File: src/shared/isle_regs.svh
`ifndef ISLE_REGS_SVH
`define ISLE_REGS_SVH
`define ISLE_INC_SKIP_OPC 6'h0f
`define ISLE_OR_IMM_OPC 4'hd
`define ISLE_OPC6_MSB 11
`define ISLE_OPC6_LSB 6
`define ISLE_OPC4_LSB 8
`define ISLE_TARGET_BIT 5
`define ISLE_ADDR_MSB 4
`define ISLE_IMM_MSB 7
`define ISLE_ACC_RESET 8'h00
`endif

File: src/shared/isle_pkg.sv
package isle_pkg;
  typedef enum logic [1:0] {ISLE_IDLE, ISLE_EXEC, ISLE_SKIP} isle_state_e;
  typedef struct packed {
    logic valid;
    logic [11:0] word;
  } isle_instr_s;
  typedef struct packed {
    logic wr_en;
    logic [4:0] addr;
    logic [7:0] data;
  } isle_rf_wr_s;
  typedef struct packed {
    isle_state_e state;
    logic [7:0] acc;
    logic null_result_flag;
    isle_rf_wr_s rf_wr;
    logic skip_active;
    logic retired;
  } isle_state_s;
endpackage

File: src/verilog/isle_decode.sv
`include "isle_regs.svh"
module isle_decode (
  input wire logic [11:0] word,
  output logic increment_skip_zero_op,
  output logic or_immediate_op,
  output logic result_target_select,
  output logic [4:0] register_operand,
  output logic [7:0] immediate_value
);
  // [RULE1] Increment-skip decode.
  assign increment_skip_zero_op = word[`ISLE_OPC6_MSB:`ISLE_OPC6_LSB] == `ISLE_INC_SKIP_OPC;
  // [RULE5] OR-immediate decode.
  assign or_immediate_op = word[`ISLE_OPC6_MSB:`ISLE_OPC4_LSB] == `ISLE_OR_IMM_OPC;
  assign result_target_select = word[`ISLE_TARGET_BIT];
  assign register_operand = word[`ISLE_ADDR_MSB:0];
  assign immediate_value = word[`ISLE_IMM_MSB:0];
endmodule // isle_decode

File: src/verilog/isle_core.sv
// Behaviour
// [RULE1] Opcode 001111 decodes as increment-and-skip.
// [RULE2] Target bit picks accumulator or register.
// [RULE3] Zero result skips next, two cycles, flags unchanged.
// [RULE4] Skip tests the value actually written.
// [RULE5] Opcode 1101 ORs immediate into accumulator.
// [RULE6] OR result to accumulator, one cycle, flag.
// [RULE7] Flag set on zero; increment wraps.
`include "isle_regs.svh"
module isle_core (
  input wire logic mclk,
  input wire logic reset,
  input wire isle_pkg::isle_instr_s instr,
  input wire logic [7:0] rf_rd_data,
  output logic [4:0] rf_rd_addr,
  output isle_pkg::isle_rf_wr_s rf_wr,
  output logic [7:0] acc,
  output logic null_result_flag,
  output logic skip_active,
  output logic retired
);
  isle_pkg::isle_state_s st;
  isle_pkg::isle_state_s next_st;
  logic inc_op;
  logic or_op;
  logic target;
  logic [4:0] addr;
  logic [7:0] imm;
  logic [7:0] inc_result;
  logic [7:0] or_result;

  isle_decode u_decode (
    .word(instr.word),
    .increment_skip_zero_op(inc_op),
    .or_immediate_op(or_op),
    .result_target_select(target),
    .register_operand(addr),
    .immediate_value(imm)
  );

  // The operand read address follows the word combinationally for the file.
  assign rf_rd_addr = addr;
  // [RULE7] Modulo-256 increment.
  assign inc_result = 8'(rf_rd_data + 8'h01);
  assign or_result = st.acc | imm;

  always_comb begin
    next_st = st;
    next_st.rf_wr.wr_en = 1'b0;
    next_st.retired = 1'b0;
    next_st.skip_active = 1'b0;
    next_st.state = isle_pkg::ISLE_EXEC;
    if (st.state == isle_pkg::ISLE_SKIP) begin
      // [RULE3] Prefetched word discarded.
      next_st.retired = 1'b1;
    end else if (instr.valid) begin
      case (1'b1)
        inc_op: begin
          next_st.retired = 1'b1;
          // [RULE2] Destination select.
          if (target) begin
            next_st.rf_wr.wr_en = 1'b1;
            next_st.rf_wr.addr = addr;
            next_st.rf_wr.data = inc_result;
          end else begin
            next_st.acc = inc_result;
          end
          // [RULE4] Skip on written value.
          if (inc_result == 8'h00) begin
            next_st.state = isle_pkg::ISLE_SKIP;
            next_st.skip_active = 1'b1;
          end
        end
        or_op: begin
          // [RULE6] Accumulator and flag update.
          next_st.acc = or_result;
          next_st.null_result_flag = or_result == 8'h00;
          next_st.retired = 1'b1;
        end
        default: begin
          next_st.retired = 1'b0;
        end
      endcase
    end
  end

  always_ff @(posedge mclk) begin
    if (reset) begin
      st <= '{state: isle_pkg::ISLE_IDLE, acc: `ISLE_ACC_RESET, null_result_flag: 1'b0,
              rf_wr: '{wr_en: 1'b0, addr: 5'h00, data: 8'h00}, skip_active: 1'b0, retired: 1'b0};
    end else begin
      st <= next_st;
    end
  end

  assign rf_wr = st.rf_wr;
  assign acc = st.acc;
  assign null_result_flag = st.null_result_flag;
  assign skip_active = st.skip_active;
  assign retired = st.retired;

  property p_inc_acc;
    @(posedge mclk) disable iff (reset)
      (st.state != isle_pkg::ISLE_SKIP && instr.valid && inc_op && !target) |=> acc == $past(inc_result);
  endproperty
  a_inc_acc: assert property (p_inc_acc) else $error("increment not written to accumulator"); // [RULE2]

  property p_inc_reg;
    @(posedge mclk) disable iff (reset)
      (st.state != isle_pkg::ISLE_SKIP && instr.valid && inc_op && target)
        |=> rf_wr.wr_en && rf_wr.data == $past(inc_result) && rf_wr.addr == $past(addr);
  endproperty
  a_inc_reg: assert property (p_inc_reg) else $error("increment not written to register"); // [RULE2]

  property p_skip;
    @(posedge mclk) disable iff (reset)
      (st.state != isle_pkg::ISLE_SKIP && instr.valid && inc_op && rf_rd_data == 8'hff)
        |=> skip_active ##1 (retired && !rf_wr.wr_en && $stable(acc) && $stable(null_result_flag));
  endproperty
  a_skip: assert property (p_skip) else $error("zero result did not skip next word"); // [RULE3]

  property p_noskip;
    @(posedge mclk) disable iff (reset)
      (st.state != isle_pkg::ISLE_SKIP && instr.valid && inc_op && rf_rd_data != 8'hff) |=> !skip_active;
  endproperty
  a_noskip: assert property (p_noskip) else $error("skip on nonzero result"); // [RULE4]

  property p_inc_flag;
    @(posedge mclk) disable iff (reset)
      (st.state != isle_pkg::ISLE_SKIP && instr.valid && inc_op) |=> $stable(null_result_flag);
  endproperty
  a_inc_flag: assert property (p_inc_flag) else $error("increment changed flag"); // [RULE3]

  property p_or;
    @(posedge mclk) disable iff (reset)
      (st.state != isle_pkg::ISLE_SKIP && instr.valid && or_op)
        |=> acc == ($past(acc) | $past(imm)) && retired && !rf_wr.wr_en;
  endproperty
  a_or: assert property (p_or) else $error("or result wrong"); // [RULE6]

  property p_or_flag;
    @(posedge mclk) disable iff (reset)
      (st.state != isle_pkg::ISLE_SKIP && instr.valid && or_op) |=> null_result_flag == (acc == 8'h00);
  endproperty
  a_or_flag: assert property (p_or_flag) else $error("zero flag wrong after or"); // [RULE7]

  property p_decode;
    @(posedge mclk) disable iff (reset)
      (instr.word[`ISLE_OPC6_MSB:`ISLE_OPC6_LSB] == `ISLE_INC_SKIP_OPC) |-> inc_op && !or_op;
  endproperty
  a_decode: assert property (p_decode) else $error("increment opcode not decoded"); // [RULE1]

  property p_decode_or;
    @(posedge mclk) disable iff (reset)
      (instr.word[`ISLE_OPC6_MSB:`ISLE_OPC4_LSB] == `ISLE_OR_IMM_OPC) |-> or_op && !inc_op;
  endproperty
  a_decode_or: assert property (p_decode_or) else $error("or opcode not decoded"); // [RULE5]

  property p_rd_addr;
    @(posedge mclk) disable iff (reset)
      instr.valid |-> rf_rd_addr == instr.word[`ISLE_ADDR_MSB:0];
  endproperty
  a_rd_addr: assert property (p_rd_addr) else $error("operand address not taken from word"); // [RULE1]

  property p_inc_keep_acc;
    @(posedge mclk) disable iff (reset)
      (st.state != isle_pkg::ISLE_SKIP && instr.valid && inc_op && target) |=> $stable(acc);
  endproperty
  a_inc_keep_acc: assert property (p_inc_keep_acc) else $error("register increment changed accumulator"); // [RULE2]

  property p_inc_no_wr;
    @(posedge mclk) disable iff (reset)
      (st.state != isle_pkg::ISLE_SKIP && instr.valid && inc_op && !target) |=> !rf_wr.wr_en;
  endproperty
  a_inc_no_wr: assert property (p_inc_no_wr) else $error("accumulator increment wrote register"); // [RULE2]

  property p_discard;
    @(posedge mclk) disable iff (reset)
      (st.state == isle_pkg::ISLE_SKIP)
        |=> retired && !skip_active && !rf_wr.wr_en && $stable(acc) && $stable(null_result_flag);
  endproperty
  a_discard: assert property (p_discard) else $error("prefetched word not discarded"); // [RULE3]

  property p_skip_once;
    @(posedge mclk) disable iff (reset)
      skip_active |=> !skip_active;
  endproperty
  a_skip_once: assert property (p_skip_once) else $error("skip lasted more than one cycle"); // [RULE3]

  property p_skip_written;
    @(posedge mclk) disable iff (reset)
      (st.state != isle_pkg::ISLE_SKIP && instr.valid && inc_op && !target && rf_rd_data == 8'hff)
        |=> acc == 8'h00 && skip_active;
  endproperty
  a_skip_written: assert property (p_skip_written) else $error("no skip on zero written to accumulator"); // [RULE4]

  property p_wrap;
    @(posedge mclk) disable iff (reset)
      (st.state != isle_pkg::ISLE_SKIP && instr.valid && inc_op && target && rf_rd_data == 8'hff)
        |=> rf_wr.wr_en && rf_wr.data == 8'h00 && skip_active;
  endproperty
  a_wrap: assert property (p_wrap) else $error("increment did not wrap to zero"); // [RULE7]

  property p_or_single;
    @(posedge mclk) disable iff (reset)
      (st.state != isle_pkg::ISLE_SKIP && instr.valid && or_op) |=> !skip_active;
  endproperty
  a_or_single: assert property (p_or_single) else $error("or took more than one cycle"); // [RULE6]

  property p_or_flag_set;
    @(posedge mclk) disable iff (reset)
      (st.state != isle_pkg::ISLE_SKIP && instr.valid && or_op && (acc | instr.word[`ISLE_IMM_MSB:0]) == 8'h00)
        |=> null_result_flag;
  endproperty
  a_or_flag_set: assert property (p_or_flag_set) else $error("zero flag not set after or"); // [RULE7]

  property p_or_flag_clr;
    @(posedge mclk) disable iff (reset)
      (st.state != isle_pkg::ISLE_SKIP && instr.valid && or_op && (acc | instr.word[`ISLE_IMM_MSB:0]) != 8'h00)
        |=> !null_result_flag;
  endproperty
  a_or_flag_clr: assert property (p_or_flag_clr) else $error("zero flag not cleared after or"); // [RULE7]

  property p_refuse;
    @(posedge mclk) disable iff (reset)
      (st.state != isle_pkg::ISLE_SKIP && instr.valid
        && instr.word[`ISLE_OPC6_MSB:`ISLE_OPC6_LSB] != `ISLE_INC_SKIP_OPC
        && instr.word[`ISLE_OPC6_MSB:`ISLE_OPC4_LSB] != `ISLE_OR_IMM_OPC)
        |=> !retired && !rf_wr.wr_en && !skip_active && $stable(acc) && $stable(null_result_flag);
  endproperty
  a_refuse: assert property (p_refuse) else $error("foreign opcode changed state"); // [RULE5]
endmodule // isle_core

File: config.mk
export PLATFORM = sky130hd
export DESIGN_NAME = isle_core
export DESIGN_NICKNAME = d
export VERILOG_FILES = /design/src/shared/isle_pkg.sv /design/src/verilog/isle_decode.sv /design/src/verilog/isle_core.sv
export VERILOG_INCLUDE_DIRS = /design/src /design/src/shared
export SDC_FILE = /design/constraint.sdc
export NUM_CORES = 1
export LEC_CHECK = 0
export BUFFER_PORTS_ARGS = -buffer_cell sky130_fd_sc_hd__buf_2
export CAP_MARGIN = 15
export CELL_PAD_IN_SITES_DETAIL_PLACEMENT = 0
export CELL_PAD_IN_SITES_GLOBAL_PLACEMENT = 1
export CORE_UTILIZATION = 36
export CTS_CLUSTER_DIAMETER = 80
export CTS_CLUSTER_SIZE = 40
export DETAILED_ROUTE_END_ITERATION = 8
export GPL_ROUTABILITY_DRIVEN = 0
export HOLD_SLACK_MARGIN = 0.08
export PLACE_DENSITY_LB_ADDON = 0.15
export SKIP_LAST_GASP = 1
export SLEW_MARGIN = 0
export SYNTH_ARGS = -nofsm -noshare
export SYNTH_HDL_FRONTEND = slang
export SYNTH_SLANG_ARGS = --single-unit
export TNS_END_PERCENT = 5
File: constraint.sdc
create_clock -name mclk -period 1.85 [get_ports mclk]
set_clock_uncertainty 0.15 [all_clocks]
set_input_delay 0.0925 -clock mclk [delete_from_list [all_inputs] [get_ports mclk]]
set_output_delay 0.0925 -clock mclk [all_outputs]
set_load 0.02 [all_outputs]
## Yosys cells after proc, flatten, opt, wreduce, memory -nomap -nowiden

Cells that the tools add are included.

| storage, ports and cells | value |
|---|---|
| flip-flop bits (word level) | 27 |
| input bits | 23 |
| output and inout port bits | 30 |
| word-level logic and storage cells | 40 |

| operators by class | value |
|---|---|
| add/sub/neg operators | 1 |
| equal/unequal tests | 4 |
| mux-type cells | 15 |
| bitwise operators | 4 |
| reduce and logical (&&, ||, !) cells | 7 |

Operators by type and width:

| kind | count |
|---|---|
| 26-bit 2-to-1 mux | 1 |
| 25-bit 2-to-1 mux | 1 |
| 8-bit 2-to-1 mux | 3 |
| 8-bit logical NOT | 2 |
| 15-bit 2-to-1 mux | 1 |
| 14-bit 2-to-1 mux | 1 |
| 4-bit AND reduction | 3 |
| 8-bit by 1-bit adder with 8-bit output, second input constant | 1 |
| 8-bit bitwise OR | 1 |
| 1-bit 2-to-1 mux | 7 |
| 6-bit by 4-bit equality test with 1-bit output, second input constant | 1 |
| 4-bit equality test, second input constant | 1 |
| 4-bit OR reduction | 1 |
| 1-bit NOT | 3 |
| 2-bit equality test, second input constant | 1 |
| 2-bit 2-to-1 mux | 1 |
| 2-bit != test, second input constant | 1 |
| 2-bit nonzero test | 1 |

## Depth between registers and ports, before layout

| logic depth | value |
|---|---|
| word-level depth | 6 |
| mapped depth | 6 |
| gate-level depth less buffers | 5 |

## Cells and area by module

From an unflattened synthesis, not the netlist that was laid out.

| unflattened totals | value |
|---|---|
| cell total of the unflattened synthesis | 176 |
| area, all modules | 1515.2 um^2 |

By module, submodules not included:

| module | instances | cells each | area an instance (um^2) | seq. area each (um^2) |
|---|---|---|---|---|
| isle_core | 1 | 158 | 1378.8 | 520.5 |
| isle_decode | 1 | 18 | 136.4 | 0.0 |

## Worst setup path before layout

OpenSTA, ideal clock, no wires.

| timing | value |
|---|---|
| kind | reg-to-reg |
| start point | reg st[26] (netlist name) |
| end point | reg st, in the netlist rf_wr[10] |
| setup time | 0.128 ns |
| arrival | 1.300 ns |
| required time | 1.572 ns |
| setup slack | 0.272 ns |
| cell stages (with the launch flop) | 6 |
| buffers on the path | 1 |
| period minus slack after synthesis | 1.578 ns |
| cells stage by stage | dfxtp_1 nor2b_1 nor4_4 buf_6 mux2i_1 nor2_1 |

| between the ends | value |
|---|---|
| longest elaborated chain between the ends | 3 |

Ends and longest elaborated chain:

| item | RTL line | source |
|---|---|---|
| from (decl) | isle_core.sv:22 | `isle_pkg::isle_state_s st;` |
| from (signal assigned) | isle_core.sv:89 | `` st <= '{state: isle_pkg::ISLE_IDLE, acc: `ISLE_ACC_RESET, null_result_flag: 1'b0, `` |
| from (signal assigned) | isle_core.sv:92 | `st <= next_st;` |
| 2-bit equality test | isle_core.sv:53 | `if (st.state == isle_pkg::ISLE_SKIP) begin` |
| 1-bit NOT (no line) | - |  |
| 4-bit AND reduction (no line) | - |  |

Every way passes these cells.
A chain may end at the register's enable or synchronous reset.

## Worst setup path in the final report

| timing | value |
|---|---|
| start point | in rf_rd_data[0] |
| end point | reg st[26] (netlist name) |

| between the ends | value |
|---|---|
| longest elaborated chain between the ends | 3 |

Ends and longest elaborated chain:

| item | RTL line | source |
|---|---|---|
| from (decl) | isle_core.sv:14 | `input wire logic [7:0] rf_rd_data,` |
| 8-bit by 1-bit adder with 8-bit output | isle_core.sv:44 | `assign inc_result = 8'(rf_rd_data + 8'h01);` |
| 8-bit logical NOT | isle_core.sv:69 | `if (inc_result == 8'h00) begin` |
| 2-bit 2-to-1 mux | isle_core.sv:69 |  |

Every way passes these cells.

==> impl_metrics.yaml <==
layout:
  nFillCells: 384
  drive_above_1_share_pct: 37.8
  n_antenna_cell: 0
  fin_util_pct: 45.7
  fin_nets: 218
  syn_to_final_growth_pct: 17.9
floorplanning:
  rows: 22
  initial_utilization_pct: 38.7
  core_area_um2: 3800
  io_pins: 53
  die_x_um: 65.9
  die-area_um2: 4350
  die_y_um: 65.9
power:
  powerDensity_nw_per_um2: 625
  clkPwrFrac_pct: 34.3
  p_leak_nw: 0.687
  internal-power_uw: 814
  comb_power_share_pct: 13.3
  peakVddDrop_mv: 0.266
  power_switching_uw: 271
  switching_share_pct: 25.0
  seqPwrFrac_pct: 52.4
yosys:
  synth_seq_cells: 26
  yosysSeqAreaShare_pct: 35.4
  yosysWarnings: 0
  synth_cells: 159
  syn_avg_cell_area_um2: 9.25
  synth_ff_type: "dfxtp_1"
  synth_edf_count: 0
  synth_area_um2: 1470
  async_flop_share_pct: 0
  synthesis.nets: 183
  synth_cell_type_count: 40
hold_path:
  hold_path.class: "input pin to register"
route:
  postRouteAntennaNets: 0
  vias_per_cell: 5.17
  first_pass_iters: 4
  wl_per_cell_um: 14.0
  dr_total_vias: 1245
  drc: 0
  wl_mm: 3.37
  drtIter0Drc: 37
sta:
  finalSetupViolations: 0
  finalSetupTns_ps: 0
  tightest_slew_ps: 569
  fin_crit_ps: 1790
  slew_headroom_pct: 61.8
  fmax_ghz: 0.557
  fin_crit_sh_pct: 97.0
  report.final.hold_viol_count: 0
  rsz0062_at_grt: "true"
  slew_violations: 0
setup_path:
  crit_required_ps: 1870
  critPathLaunchType: "input pin"
  cp_max_fo: 6
  crit_type: "input pin to register"
  worst_setup_path_end_kind: "register"
  reg2reg_setup_slack_ps: 260
  arrival_ps: 1810
global_routing:
  antenna_found_initial: 0
  grt_overflow_total: 0
  grt_pass1_wl_mm: 5.51
  first_global_vias: 1179
  track_usage_pct: 16.6
  grt_max_degree: 27
clocking:
  clkTransAtPathRegs_ps: 90
  cts_sinks: 26
  insertion_delay_ps: 270
  clock_path_buffers: 2
  cts_tree: "yes"
  clockRootBuffer: "clkbuf_8"
  cts_setup_buffers: 0
  numCtsBuffers: 3
  h-tree-depth: 1
place:
  post-dp-hpwl_mm: 2.50
  portBuffers: 52
outcome:
  status: "finished clean"
run:
  cap_violations: 0
## placed cells by master (no fill, tap or decap), drive strengths merged
cell type / count
a211o: 1
a211oi: 7
a21bo: 1
a21oi: 2
a221oi: 8
a31oi: 1
and2: 1
and4: 2
and4b: 1
buf: 56
clkbuf: 4
dfxtp: 26
dlygate4sd3: 8
ha: 1
inv: 10
mux2i: 6
nand2: 4
nand2b: 1
nand3: 6
nand4: 1
nand4bb: 1
nor2: 18
nor2b: 2
nor3: 2
nor3b: 1
nor4: 6
o211ai: 2
o221ai: 6
o31a: 1
o31ai: 1
or4: 1
xnor2: 3
xor2: 2
## area by class of cell
| cell class | instances | area [µm²] | area share (%) |
|---|---|---|---|
| flip-flops and latches | 26 | 520 | 30.0 |
| clock buffers | 4 | 55.1 | 3.17 |
| repair buffers | 64 | 383 | 22.1 |
| well taps | 48 | 60.1 | 3.46 |
| inverters | 10 | 37.5 | 2.16 |
| multi-input cells | 89 | 679 | 39.1 |
## Yosys cell counts, types with 2 or more instances
master	n	area (µm²)
nor2b_1	2	12.5
a211oi_1	5	37.5
inv_1	10	37.5
nand2_1	3	11.3
and4_1	2	17.5
clkbuf_1	3	11.3
buf_6	2	22.5
a21oi_1	2	10.0
nor4_1	4	25.0
dfxtp_1	26	521
o221ai_1	6	52.6
mux2i_1	6	60.1
nor3_1	2	10.0
xor2_1	2	17.5
a211oi_2	2	25.0
nor4_4	2	42.5
o211ai_1	2	15.0
a221oi_1	7	61.3
xnor2_1	3	26.3
nor2_1	17	63.8
buf_4	28	210
nand3_1	5	25.0
## power by group through the flow
stage                     clock network (mW)  logic (mW)  registers, mW
after floorplan                            0      0.0789          0.581
after global placement                     0       0.127          0.581
after detailed placement                   0       0.129          0.581
after CTS                              0.385       0.143          0.568
after global routing                   0.398       0.158          0.569
final                                  0.372       0.144          0.568
## repair_timing
item / in CTS / in global routing
endpoints found under the hold margin: 9 / 0
endpoints found under the setup margin: 0 / 11
hold buffers: 8 / 0
gates resized for setup: 0 / 3
## through the flow
step	power [mW]	setup slack, ps	hold slack (ps)	instances	cell area, µm²
floorplan	0.659	272	38.1	159	1470
detailed placement	0.710	244	228	229	1590
global placement	0.708	228	225	229	1590
CTS	1.10	70.6	96.1	241	1720
finish	1.08	55.1	101	241	1740
global route	1.13	-42.6	128	241	1740
## cells by family (layout without fill, tap and decap cells)
| family | after synthesis | in the layout | share of synthesized area, % |
|---|---|---|---|
| compound gates | 30 | 30 | 17.5 |
| xor+xnor | 5 | 5 | 2.98 |
| fa+ha+maj | 1 | 1 | 0.850 |
| buf+inv | 44 | 78 | 19.4 |
| flops | 26 | 26 | 35.4 |
| mux | 6 | 6 | 4.08 |
| simple gates | 47 | 47 | 19.8 |
## sequential cells by signal, indices dropped and copies added (netlist names)
signal,count
retired,1
rf_wr,14
st,2
null_result_flag,1
acc,8
## worst paths after layout
path | from | to | cells after the start
worst max-delay path | rf_rd_data[0] | st[26] | 6
worst min-delay path | rf_rd_data[2] | rf_wr[2] | 3
worst max register to register | st[26] | rf_wr[10] | 6
worst min register to register | rf_wr[11] | rf_wr[11] | 2
## routing by layer
metal / wire [µm] / vias to the layer above / share of wire [%] / track usage (%)
li1: - / 621 / - / -
met1: 1560 / 565 / 46 / 21.8
met2: 1550 / 53 / 46 / 27.4
met3: 211 / 6 / 6.3 / 2.76
met4: 46 / 0 / 1.4 / 5.32
met5: 0 / - / 0 / 0
## worst max-delay path: stages
cell           delay, ps
dlygate4sd3_1        520
buf_2                170
nand3_2              120
or4_4                500
and4_1               220
and4b_1              200
Note: power is estimated with default switching activity, not from simulation.
